### src/rtl/fpb_defs.svh
/*
 * constants of the fetch pipeline and bank addressing front end:
 * register port offsets, reset values, opcode patterns, map limits.
 * assumes it is included by bare name, after fpb_pkg is compiled.
 */
`ifndef FPB_DEFS_SVH
`define FPB_DEFS_SVH

// register port offsets
`define FPB_REG_CTRL 8'h00
`define FPB_REG_BANK 8'h04
`define FPB_REG_PC 8'h08
`define FPB_REG_WREG 8'h0c
`define FPB_REG_STAT 8'h10

// reset values
`define FPB_PC_RST 20'h00000
`define FPB_BANK_RST 4'h0
`define FPB_RUN_RST 1'b1

// data map
`define FPB_PCL_ADDR 12'hff9
`define FPB_WIN_SPLIT 8'h60
`define FPB_LOW_BANK 4'h0
`define FPB_TOP_BANK 4'hf

// opcode patterns
`define FPB_TRAILER 4'hf
`define FPB_OP_LBANK 8'h01
`define FPB_OP_MOVLW 8'h0e
`define FPB_OP_GOTO 8'hef
`define FPB_OP_BRA 5'h1a
`define FPB_OP_FMOVE 4'hc
`define FPB_OP_TSTZ 7'h33
`define FPB_OP_MOVWF 7'h37
`define FPB_OP_MOVF 6'h14

`endif

### src/rtl/fpb_pkg.sv
/*
 * types shared by the front end: quarter phase states and the
 * data memory request bundle.
 * assumes nothing beyond a SystemVerilog compiler.
 */
package fpb_pkg;

    // quarter phases of one instruction cycle
    typedef enum logic [3:0] {
        PH_Q1 = 4'b0001,
        PH_Q2 = 4'b0010,
        PH_Q3 = 4'b0100,
        PH_Q4 = 4'b1000
    } fpb_phase_t;

    // data memory request, driven from flip-flops
    typedef struct packed {
        logic [11:0] addr;
        logic [7:0] wdata;
        logic we;
        logic re;
    } fpb_dreq_t;

endpackage

### src/rtl/fpb_core.sv
/*
 * fetch/execute pipeline with flush, two-word trailers and banked
 * data addressing, plus a small register port.
 * assumes program memory answers combinationally on progAddr and
 * data memory returns read data in the cycle after dmReq.re.
 */
`timescale 1ns/10ps
`default_nettype none
`include "fpb_defs.svh"

module fpb_core #(
    parameter logic [4:0] NUM_LOW_BANKS = 5'd2
) (
    // clock and reset
    input wire logic mclk,
    input wire logic rst_n,
    // register port
    input wire logic [7:0] regAddr,
    input wire logic [31:0] regWdata,
    input wire logic regWr,
    input wire logic regRd,
    output logic [31:0] regRdata,
    // program memory
    output logic [20:0] progAddr,
    input wire logic [15:0] progData,
    // data memory
    output fpb_pkg::fpb_dreq_t dmReq,
    input wire logic [7:0] dmRdata,
    // status
    output logic [3:0] qPhase,
    output logic firstQuarter
);

    // window needs no bank select
    // banked or window address of an 8-bit operand
    function automatic logic [11:0] fpb_daddr(
        input logic acc,
        input logic [7:0] off,
        input logic [3:0] bank
    );
        logic [3:0] hi;
        hi = `FPB_LOW_BANK;
        if (acc) begin
            hi = bank;
        end else if (off >= `FPB_WIN_SPLIT) begin
            hi = `FPB_TOP_BANK;
        end
        return {hi, off};
    endfunction

    // top four bits name the bank
    // whether a data address falls in a bank that exists
    function automatic logic fpb_impl(input logic [11:0] a);
        return ({1'b0, a[11:8]} < NUM_LOW_BANKS) || (a[11:8] == `FPB_TOP_BANK);
    endfunction

    // state
    fpb_pkg::fpb_phase_t ph_r;
    fpb_pkg::fpb_phase_t ph_nxt;
    logic [19:0] pcWord_r;
    logic [19:0] pcWord_nxt;
    logic [15:0] ir_r;
    logic irValid_r;
    logic pendGoto_r;
    logic pendMove_r;
    logic [7:0] pendLit_r;
    logic [7:0] rdByte_r;
    logic [7:0] wreg_r;
    logic zeroFlag_r;
    logic negFlag_r;
    logic [3:0] bank_r;
    logic run_r;
    fpb_pkg::fpb_dreq_t dmReq_r;
    logic [31:0] regRdata_r;

    // phase strobes
    wire atQ1 = (ph_r == fpb_pkg::PH_Q1);
    wire atQ3 = (ph_r == fpb_pkg::PH_Q3);
    wire atQ4 = (ph_r == fpb_pkg::PH_Q4);

    // decode of the instruction register
    wire pend = pendGoto_r | pendMove_r;
    wire isTrail = (ir_r[15:12] == `FPB_TRAILER);
    // a lone trailer decodes as no operation
    wire live = irValid_r & ~pend & ~isTrail;
    wire accBit = ir_r[8];
    wire dirBit = ir_r[9];
    wire opLbank = live & (ir_r[15:8] == `FPB_OP_LBANK);
    wire opMovlw = live & (ir_r[15:8] == `FPB_OP_MOVLW);
    wire opGoto1 = live & (ir_r[15:8] == `FPB_OP_GOTO);
    wire opBra = live & (ir_r[15:11] == `FPB_OP_BRA);
    wire opFmove1 = live & (ir_r[15:12] == `FPB_OP_FMOVE);
    wire opTstz = live & (ir_r[15:9] == `FPB_OP_TSTZ);
    wire opMovwf = live & (ir_r[15:9] == `FPB_OP_MOVWF);
    wire opMovf = live & (ir_r[15:10] == `FPB_OP_MOVF);
    wire doGoto = irValid_r & pendGoto_r & isTrail;
    wire doMove = irValid_r & pendMove_r & isTrail;

    // window or bank select for short operands
    wire [11:0] shortAddr = fpb_daddr(accBit, ir_r[7:0], bank_r);
    // full address move ignores bank select
    wire [11:0] rdAddr = opFmove1 ? ir_r[11:0] : shortAddr;
    wire [11:0] wrAddr = doMove ? ir_r[11:0] : shortAddr;
    wire needRd = opTstz | opMovf | opFmove1;
    wire needWr = opMovwf | (opMovf & dirBit) | doMove;
    wire [7:0] wrData = opMovwf ? wreg_r : rdByte_r;
    // pc low byte lives in the data map
    wire rdPcl = (rdAddr == `FPB_PCL_ADDR);
    wire wrPcl = needWr & (wrAddr == `FPB_PCL_ADDR);
    wire rdOk = fpb_impl(rdAddr);
    wire wrOk = fpb_impl(wrAddr) & ~wrPcl;
    // read value as it arrives; a read-back write must not use the byte latched last cycle
    wire [7:0] rdVal = rdPcl ? {pcWord_r[6:0], 1'b0} : (rdOk ? dmRdata : 8'h00);
    wire [7:0] wrByte = opMovf ? rdVal : wrData;

    // offset counts words, sign extended to the word pc
    wire [19:0] braWord = pcWord_r + {{9{ir_r[10]}}, ir_r[10:0]};
    // word address into pc bits 20..1
    wire [19:0] gotoWord = {ir_r[11:0], pendLit_r};
    // a change of flow flushes the word fetched meanwhile
    wire flush = opBra | doGoto | wrPcl;
    wire skip = opTstz & (rdByte_r == 8'h00);
    wire killNext = flush | skip;

    // four quarter phases; halting only between cycles
    always_comb begin
        case (ph_r)
            fpb_pkg::PH_Q1: ph_nxt = run_r ? fpb_pkg::PH_Q2 : fpb_pkg::PH_Q1;
            fpb_pkg::PH_Q2: ph_nxt = fpb_pkg::PH_Q3;
            fpb_pkg::PH_Q3: ph_nxt = fpb_pkg::PH_Q4;
            fpb_pkg::PH_Q4: ph_nxt = fpb_pkg::PH_Q1;
            default: ph_nxt = fpb_pkg::PH_Q1;
        endcase
    end

    // next fetch address
    always_comb begin
        pcWord_nxt = pcWord_r + 20'h00001;
        if (opBra) begin
            pcWord_nxt = braWord;
        end else if (doGoto) begin
            pcWord_nxt = gotoWord;
        end else if (wrPcl) begin
            pcWord_nxt = {pcWord_r[19:7], wrData[7:1]};
        end
    end

    // phase divider
    always_ff @(posedge mclk or negedge rst_n) begin
        if (!rst_n) begin
            ph_r <= fpb_pkg::PH_Q1;
        end else begin
            ph_r <= ph_nxt;
        end
    end

    // pc held as word address, so bit 0 is always zero
    always_ff @(posedge mclk or negedge rst_n) begin
        if (!rst_n) begin
            pcWord_r <= `FPB_PC_RST;
        end else if (atQ4) begin
            pcWord_r <= pcWord_nxt;
        end
    end

    // fetch word latched into the instruction register at Q4
    always_ff @(posedge mclk or negedge rst_n) begin
        if (!rst_n) begin
            ir_r <= 16'h0000;
            irValid_r <= 1'b0;
        end else if (atQ4) begin
            ir_r <= progData;
            irValid_r <= ~killNext;
        end
    end

    // two-word first halves wait for their trailer
    always_ff @(posedge mclk or negedge rst_n) begin
        if (!rst_n) begin
            pendGoto_r <= 1'b0;
            pendMove_r <= 1'b0;
            pendLit_r <= 8'h00;
        end else if (atQ4) begin
            pendGoto_r <= opGoto1;
            pendMove_r <= opFmove1;
            pendLit_r <= ir_r[7:0];
        end
    end

    always_ff @(posedge mclk or negedge rst_n) begin
        if (!rst_n) begin
            rdByte_r <= 8'h00;
        end else if (atQ3 && needRd) begin
            rdByte_r <= rdVal;
        end
    end

    // data memory strobes: read in Q2, write in Q4
    always_ff @(posedge mclk or negedge rst_n) begin
        if (!rst_n) begin
            dmReq_r <= '0;
        end else begin
            dmReq_r.re <= atQ1 & run_r & needRd & rdOk & ~rdPcl;
            dmReq_r.we <= atQ3 & needWr & wrOk;
            if (atQ1) begin
                dmReq_r.addr <= rdAddr;
            end else if (atQ3) begin
                dmReq_r.addr <= wrAddr;
                dmReq_r.wdata <= wrByte;
            end
        end
    end

    // flags follow the read value even for missing banks
    always_ff @(posedge mclk or negedge rst_n) begin
        if (!rst_n) begin
            wreg_r <= 8'h00;
            zeroFlag_r <= 1'b0;
            negFlag_r <= 1'b0;
        end else if (atQ4) begin
            if (opMovlw) begin
                wreg_r <= ir_r[7:0];
            end else if (opMovf) begin
                if (!dirBit) begin
                    wreg_r <= rdByte_r;
                end
                zeroFlag_r <= (rdByte_r == 8'h00);
                negFlag_r <= rdByte_r[7];
            end
        end
    end

    always_ff @(posedge mclk or negedge rst_n) begin
        if (!rst_n) begin
            bank_r <= `FPB_BANK_RST;
        end else if (atQ4 && opLbank) begin
            bank_r <= ir_r[3:0];
        end else if (regWr && regAddr == `FPB_REG_BANK) begin
            bank_r <= regWdata[3:0];
        end
    end

    // run control; a halt waits for the start of a cycle
    always_ff @(posedge mclk or negedge rst_n) begin
        if (!rst_n) begin
            run_r <= `FPB_RUN_RST;
        end else if (regWr && regAddr == `FPB_REG_CTRL) begin
            run_r <= regWdata[0];
        end
    end

    // register read selection, unmapped offsets give zero
    wire selCtrl = (regAddr == `FPB_REG_CTRL);
    wire selBank = (regAddr == `FPB_REG_BANK);
    wire selPc = (regAddr == `FPB_REG_PC);
    wire selWreg = (regAddr == `FPB_REG_WREG);
    wire selStat = (regAddr == `FPB_REG_STAT);
    wire [31:0] rdMux =
        selCtrl ? {31'h00000000, run_r} :
        selBank ? {28'h0000000, bank_r} :
        selPc ? {11'h000, pcWord_r, 1'b0} :
        selWreg ? {24'h000000, wreg_r} :
        selStat ? {30'h00000000, negFlag_r, zeroFlag_r} :
        32'h00000000;

    // read data stands one cycle after the strobe
    always_ff @(posedge mclk or negedge rst_n) begin
        if (!rst_n) begin
            regRdata_r <= 32'h00000000;
        end else begin
            regRdata_r <= regRd ? rdMux : 32'h00000000;
        end
    end

    // outputs
    assign regRdata = regRdata_r;
    assign progAddr = {pcWord_r, 1'b0};
    assign dmReq = dmReq_r;
    assign qPhase = ph_r;
    assign firstQuarter = atQ1;

endmodule
`default_nettype wire

### config.mk
export PLATFORM = sky130hd
export DESIGN_NAME = fpb_core
export DESIGN_NICKNAME = d
export VERILOG_FILES = /design/src/rtl/fpb_pkg.sv /design/src/rtl/fpb_core.sv
export VERILOG_INCLUDE_DIRS = /design/src /design/src/rtl
export SDC_FILE = /design/constraint.sdc
export NUM_CORES = 1
export LEC_CHECK = 0
export ABC_AREA = 0
export BUFFER_PORTS_ARGS = -buffer_cell sky130_fd_sc_hd__buf_2
export CAP_MARGIN = 20
export CORE_MARGIN = 3
export CORE_UTILIZATION = 55
export CTS_BUF_LIST = sky130_fd_sc_hd__clkbuf_8
export DETAILED_ROUTE_END_ITERATION = 10
export GPL_ROUTABILITY_DRIVEN = 0
export MAX_ROUTING_LAYER = met4
export PLACE_DENSITY = 0.8
export SLEW_MARGIN = 20
export SYNTH_ARGS = -nofsm -noshare
export SYNTH_HDL_FRONTEND = slang
export SYNTH_SLANG_ARGS = --single-unit
### constraint.sdc
create_clock -name mclk -period 3.1 [get_ports mclk]
set_input_delay 0.775 -clock mclk [delete_from_list [all_inputs] [get_ports mclk]]
set_output_delay 0.775 -clock mclk [all_outputs]
set_load 0.02 [all_outputs]
==> results of run 1 <==
area by class of cell:
type	count	area (sq um)	share of cell area
clock buffers	18	248	0.0299
clock inverters	14	145	0.0175
inverters	17	63.8	0.00770
multi-input cells	595	3830	0.462
flip-flops and latches	117	2930	0.354
well taps	168	210	0.0254
repair buffers	148	858	0.104
worst min path at each step:
| stage | startpoint | slack [ns] | depth (start not counted) | end |
|---|---|---|---|---|
| detailed placement | pendLit_r[6]$_DFFE_PN0P_ | 0.47 | 2 | pendLit_r[6]$_DFFE_PN0P_ |
| global route | rst_n | 0.28 | 1 | regRdata[1]$_DFF_PN0_ |
| finish | rst_n | 0.26 | 1 | regRdata[0]$_DFF_PN0_ |
| CTS | rst_n | 0.28 | 1 | zeroFlag_r$_DFFE_PN0P_ |
| global placement | pendLit_r[1]$_DFFE_PN0P_ | 0.46 | 2 | pendLit_r[1]$_DFFE_PN0P_ |
| floorplan | pendLit_r[1]$_DFFE_PN0P_ | 0.45 | 2 | pendLit_r[1]$_DFFE_PN0P_ |
flip-flops by register name, summed over array words and instances, names as in the netlist:
register    count
dmReq          22
regRdata       21
pcWord_r       20
ir_r           16
pendLit_r       8
rdByte_r        8
wreg_r          8
bank_r          4
qPhase          4
irValid_r       1
negFlag_r       1
pendGoto_r      1
pendMove_r      1
run_r           1
zeroFlag_r      1
through the flow:
| step | util | instance area [sq um] | setup WS, ns |
|---|---|---|---|
| finish | 0.678 | 8280 | 0.153 |
| global route | 0.678 | 8280 | 0.0237 |
| CTS | 0.674 | 8230 | 0.0757 |
| detailed placement | 0.642 | 7840 | 0.103 |
| global placement | 0.642 | 7840 | 0.161 |
| floorplan | - | 7040 | 0.123 |
cell usage in the layout, fill, tap and decap left out, drive strengths merged, types with 20 or more instances in the layout:
cell type / n
ha: 20
o21ai: 60
nor3: 31
mux2i: 39
a21oi: 28
nand2: 138
dfrtp: 115
nor2: 48
buf: 148
inv: 21
cell families (layout without fill, tap and decap cells):
family	after synthesis	after routing	synth area share
compound gates	178	178	0.175
xor+xnor	19	19	0.0238
fa+ha+maj	21	21	0.0386
buf+inv	65	197	0.0493
flops	117	117	0.418
mux	52	52	0.0784
other cells	1	12	0.000535
simple gates	313	313	0.216
where the power goes:
group,switching (mW),internal (mW)
Clock,0.624,0.795
Combinational,0.134,0.0683
Sequential,0.0139,1.55
Total,0.771,2.41
critical path, delay by kind of cell (launching register included):
| family | cells | cell delay, ns |
|---|---|---|
| AO/OA/AOI/OAI | 5 | 1.64 |
| AND/OR/NAND/NOR | 3 | 0.43 |
| flip-flops | 1 | 0.39 |
| adder cells (fa/ha/maj) | 1 | 0.36 |
metal layers:
layer  up-vias  routed length (um)  GRT usage
met2       369                9570      0.462
met1      3148                8270      0.388
met5         -                   0          -
li1       3009                   -          -
met3        82                1910     0.0916
met4         0                 772      0.152
==> key figures, run 1 <==
Outcome
  • Status: finished, final reports clean

Synth
  • Seq/Total Area, Yosys: 0.418
  • Most area-hungry cell type in the Yosys netlist: dfrtp_1
  • Synth top area cells: dfrtp_1 41%, nand2_1 7.3%, mux2i_1 5.4%, o21ai_0 3.6%, ha_1 3.6%
  • Most frequent cell after synthesis: nand2_1
  • Post-Synthesis Cells: 766
  • Post-synth top cells: 137 x nand2_1, 115 x dfrtp_1, 51 x o21ai_0
  • Library cells used by synthesis: 73
  • Mean Syn Cell Area: 9.14 sq um
  • Synthesis-stage register bit count: 117
  • Predominant post-synthesis flop cell: dfrtp_1
  • Synth Cell Area: 7000 sq um
  • Top cell type's share of synthesized area: 0.411
  • Async SR Flop Fraction: 1.00
  • Syn. warnings: 0
  • Number of synthesized flops with an enable pin: 0

Placement
  • Placed Cells: ~1000
  • Hpwl dp: roughly 15 mm
  • Buffers on Ports: 107

Critical path
  • Crit-path max cell delay: 0.40 ns
  • Arrival @ worst endpoint: 3.26 ns
  • Crit Path Max Fanout: 5
  • Worst setup path endpoint: pcWord_r[19]$_DFFE_PN0P_
  • Crit path required time: 3.42 ns
  • Most frequent CP cell: a2111oi_4
  • CP startpoint kind: flip-flop
  • Crit path from: pcWord_r[3]$_DFFE_PN0P_
  • Crit-path cells: ha_1, and3_1, a2111oi_4, o21ai_2, a2111oi_4, nor3_2, a311o_1, a2111oi_2, nor2_1
  • Reg-to-reg startpoint: pcWord_r[3]$_DFFE_PN0P_
  • Setup crit end kind: flip-flop
  • CP Class: reg -> reg
  • Worst R2R Setup Slack: 0.15 ns
  • R2R Path End: pcWord_r[19]$_DFFE_PN0P_
  • Slowest stage cell, crit path: a2111oi_4
  • Worst r2r path cells: 9

Floorplan
  • Chip width: 119 um
  • Initial core utilization: 0.573
  • Cell row count: 40
  • I/O pin cnt: between 100 and 150
  • Core Region: 12200 sq um
  • Die span in y: 119 um
  • Total die area: 14100 sq um

Timing
  • Max frequency: 339 MHz
  • RSZ-0062 raised after global routing: false
  • Final Hold Slack: 0.265 ns
  • Final hold vios: 0
  • Tcrit/Tclk final: 0.951
  • Setup TNS: 0 ns
  • Slew HR: 0.313
  • Period minus WS final: 2.95 ns
  • Worst-margin pin slew: 1.02 ns
  • Clk_skew: 0.0144 ns
  • Max Slew Vio Count: 0
  • Final setup fails: 0

Clock tree
  • Post-CTS sizing: 0
  • Worst-skew pair later-pin latency: 0.46 ns
  • Setup bufs post-CTS: 0
  • Cts hold-fix bufs: 0
  • CTS Root Cell: clkbuf_8
  • Clk sinks: 117
  • CTS max path bufs: 2
  • TritonCTS clock tree: done
  • TritonCTS buffer count: 17
  • CTS H-tree depth: 4
  • Worst-path clk slew: approximately 0.070 ns

Worst hold path
  • HP Class: in -> async

Global route
  • Largest net degree at the start of global routing: 54
  • Vias in the first global route: 6749
  • First-pass GRT wire length: 33.8 mm
  • Total global routing overflow: 0
  • Initial antenna violation count: 0
  • Gr usage total: 0.310

Cells and area
  • Layout cells sized above 1: 0.237
  • Fillcell total: 996
  • Final #Nets: 985
  • P&R area growth vs syn: 18.3%
  • Non-filler cells in the finished layout: roughly 1100
  • N_diodes: 0

Route
  • Routed length per instance: 19.1 um
  • Antenna Nets Post-Route: 0
  • Via density: 6.14
  • 1st-pass router iterations: 8
  • Remaining routing DRC violations: 0
  • Initial DRC Count: 686
  • Routed WL: slightly above 20 mm
  • Vias: between 6000 and 7000

Pwr
  • Total power: approximately 3.2 mW
  • VDD IR max: 0.230 mV
  • Power Density: 384 nW/um^2
  • Leakage: 3.94 nW

Flow run
  • Max Cap Viol: 0
(Power assumes the default switching activity.)
==> run 2, diff against run 1 <==
--- a/config.mk
+++ b/config.mk
@@ -11,7 +11,7 @@
 export CAP_MARGIN = 20
 export CORE_MARGIN = 3
 export CORE_UTILIZATION = 55
-export CTS_BUF_LIST = sky130_fd_sc_hd__clkbuf_8
+export CTS_CLUSTER_DIAMETER = 40
 export DETAILED_ROUTE_END_ITERATION = 10
 export GPL_ROUTABILITY_DRIVEN = 0
 export MAX_ROUTING_LAYER = met4
==> constraint.sdc (replaced) <==
create_clock -name mclk -period 3.1 [get_ports mclk]
set_input_delay 0.465 -clock mclk [delete_from_list [all_inputs] [get_ports mclk]]
set_output_delay 0.465 -clock mclk [all_outputs]
set_load 0.02 [all_outputs]
==> key figures, run 2 (synthesis gave the netlist of run 1 again) <==
Route
  • Vias: roughly 6700
  • Routed WL: roughly 21 mm
  • Remaining routing DRC violations: 0
  • 1st-pass router iterations: 5
  • Antenna Nets Post-Route: 0
  • Routed length per instance: 19.4 um
  • Initial DRC Count: 710
  • Via density: 6.26

Clock tree
  • CTS Root Cell: clkbuf_16
  • TritonCTS buffer count: 17
  • Cts hold-fix bufs: 0
  • Worst-skew pair later-pin latency: around 0.43 ns
  • Worst-path clk slew: 0.05 ns
  • CTS H-tree depth: 4
  • Clk sinks: ~120
  • CTS max path bufs: 2
  • TritonCTS clock tree: done

Pwr
  • Power Density: about 440 nW/um^2
  • VDD IR max: 0.280 mV
  • Leakage: 4.00 nW

Global route
  • Largest net degree at the start of global routing: 66
  • Gr usage total: 0.306
  • Vias in the first global route: 6553
  • Initial antenna violation count: 0
  • Total global routing overflow: 0
  • First-pass GRT wire length: 33.3 mm

Timing
  • Tcrit/Tclk final: 0.948
  • Slew HR: 0.317
  • Final setup fails: 0
  • Final hold vios: 0
  • Clk_skew: approximately 0.007 ns
  • Max frequency: approximately 340 MHz
  • Worst-margin pin slew: 1.02 ns
  • Max Slew Vio Count: 0
  • Period minus WS final: just under 3 ns

Critical path
  • Arrival @ worst endpoint: 3.23 ns
  • Crit path required time: 3.39 ns
  • Worst r2r path cells: 9
  • Crit-path max cell delay: 0.56 ns
  • WP buf/inv: 1
  • CP startpoint kind: flip-flop
  • Crit-path cells: buf_4, or4bb_1, nor4_2, a211o_2, nand3_2, nand2_4, o21ai_0, a221oi_1, o21ai_1
  • Slowest stage cell, crit path: or4bb_1
  • CP Class: reg -> reg
  • Top cell family by delay on the critical path: simple AND/OR/NAND/NOR gates
  • Worst R2R Setup Slack: roughly 0.16 ns
  • Crit Path Max Fanout: 24
  • Setup crit end kind: flip-flop
  • Reg-to-reg startpoint: ir_r[10]$_DFFE_PN0P_
  • R2R Path End: pcWord_r[18]$_DFFE_PN0P_

Cells and area
  • Commonest non-fill, non-tap cell in the layout: nand2_1
  • P&R area growth vs syn: 20.9%
  • Utilization after layout: 0.693
  • Final #Nets: between 900 and 1000
  • Leading cell types in the layout, fill and taps excluded: 137 x nand2_1, 115 x dfrtp_1, 106 x buf_2, 51 x o21ai_0, 48 x nor2_1
  • Final instance area: around 8500 sq um
  • Largest register FFs: 22
  • Layout cells sized above 1: 0.238
  • N_diodes: 0

Floorplan
  • Total die area: 14100 sq um
  • Cell row count: 40
  • Core Region: 12200 sq um
  • Die span in y: 119 um
  • Initial core utilization: 0.573
  • Chip width: approximately 120 um
  • I/O pin cnt: approximately 150

Placement
  • Placed cell area: roughly 8000 sq um
  • Hpwl dp: between 10 and 15 mm
  • Buffers on Ports: around 110

Flow run
  • Max Cap Viol: 0

Outcome
  • Status: finished, final reports clean

Worst hold path
  • HP Class: in -> async
==> run 2: cell count changes in the layout (fill, tap and decap cells not counted), moves of 2 or more <==
| cell | before | now |
|---|---|---|
| clkbuf_1 | 0 | 2 |
| inv_1 | 21 | 17 |
| clkbuf_16 | 0 | 17 |
| clkinvlp_4 | 2 | 4 |
| clkbuf_8 | 18 | 0 |
==> run 2: layout make-up <==
cell class | count | area, sq um
clock buffer | 19 | 433
clock inverter | 13 | 158
fill | 958 | 3750
inverter | 17 | 63.8
multi-input combinational | 595 | 3820
sequential | 117 | 2930
tap | 168 | 210
timing repair buffer | 147 | 851
==> run 2: worst register-to-register path, stage by stage, from the launching register on <==
cell and delay, ns:
dfrtp_1 0.47, buf_4 0.22, or4bb_1 0.56, nor4_2 0.23, a211o_2 0.22, nand3_2 0.23, nand2_4 0.33, o21ai_0 0.15
a221oi_1 0.30, o21ai_1 0.12
==> run 2: what timing repair did <==
| action | in CTS | in global routing |
|---|---|---|
| endpoints found under the setup margin | 0 | 11 |
| gates resized for setup | 0 | 8 |
| buffers inserted | 0 | 0 |
==> run 2: metrics by stage <==
stage / setup WS [ns] / TNS [ns] / hold WS [ns] / std cells / power [mW]
after CTS: 0.0816 / 0 / 0.186 / 1076 / 3.75
after detailed placement: 0.112 / 0 / 0.466 / 1044 / 1.79
after floorplan: 0.123 / 0 / 0.169 / 777 / 1.70
after global routing: -0.00403 / -0.00403 / 0.214 / 1076 / 3.85
after global placement: 0.150 / 0 / 0.459 / 1044 / 1.78
final: 0.162 / 0 / 0.162 / 1076 / 3.74
==> run 2: power by group <==
part | internal, mW | switching (mW) | total [mW]
registers | 1.55 | 0.0145 | 1.56
clock network | 1.26 | 0.720 | 1.98
logic | 0.0691 | 0.136 | 0.205
==> run 2: how the worst max path moves through the flow <==
| stage | start | end | slack [ns] | cells after the start |
|---|---|---|---|---|
| after detailed placement | pcWord_r[3]$_DFFE_PN0P_ | pcWord_r[19]$_DFFE_PN0P_ | 0.11 | 9 |
| after CTS | pcWord_r[3]$_DFFE_PN0P_ | pcWord_r[19]$_DFFE_PN0P_ | 0.08 | 9 |
| after global routing | pcWord_r[3]$_DFFE_PN0P_ | pcWord_r[19]$_DFFE_PN0P_ | -0.004 | 9 |
| after global placement | pcWord_r[2]$_DFFE_PN0P_ | pcWord_r[19]$_DFFE_PN0P_ | 0.15 | 9 |
| after floorplan | pcWord_r[3]$_DFFE_PN0P_ | pcWord_r[19]$_DFFE_PN0P_ | 0.12 | 9 |
| final | ir_r[10]$_DFFE_PN0P_ | pcWord_r[18]$_DFFE_PN0P_ | 0.16 | 9 |
==> run 2: per-layer routing <==
metal  vias to the layer above  share of wire  GRT usage
li1                       3005              -          -
met5                         -              0          -
met3                        91           0.10     0.0897
met4                         0          0.036      0.130
met1                      3211           0.39      0.379
met2                       430           0.47      0.471
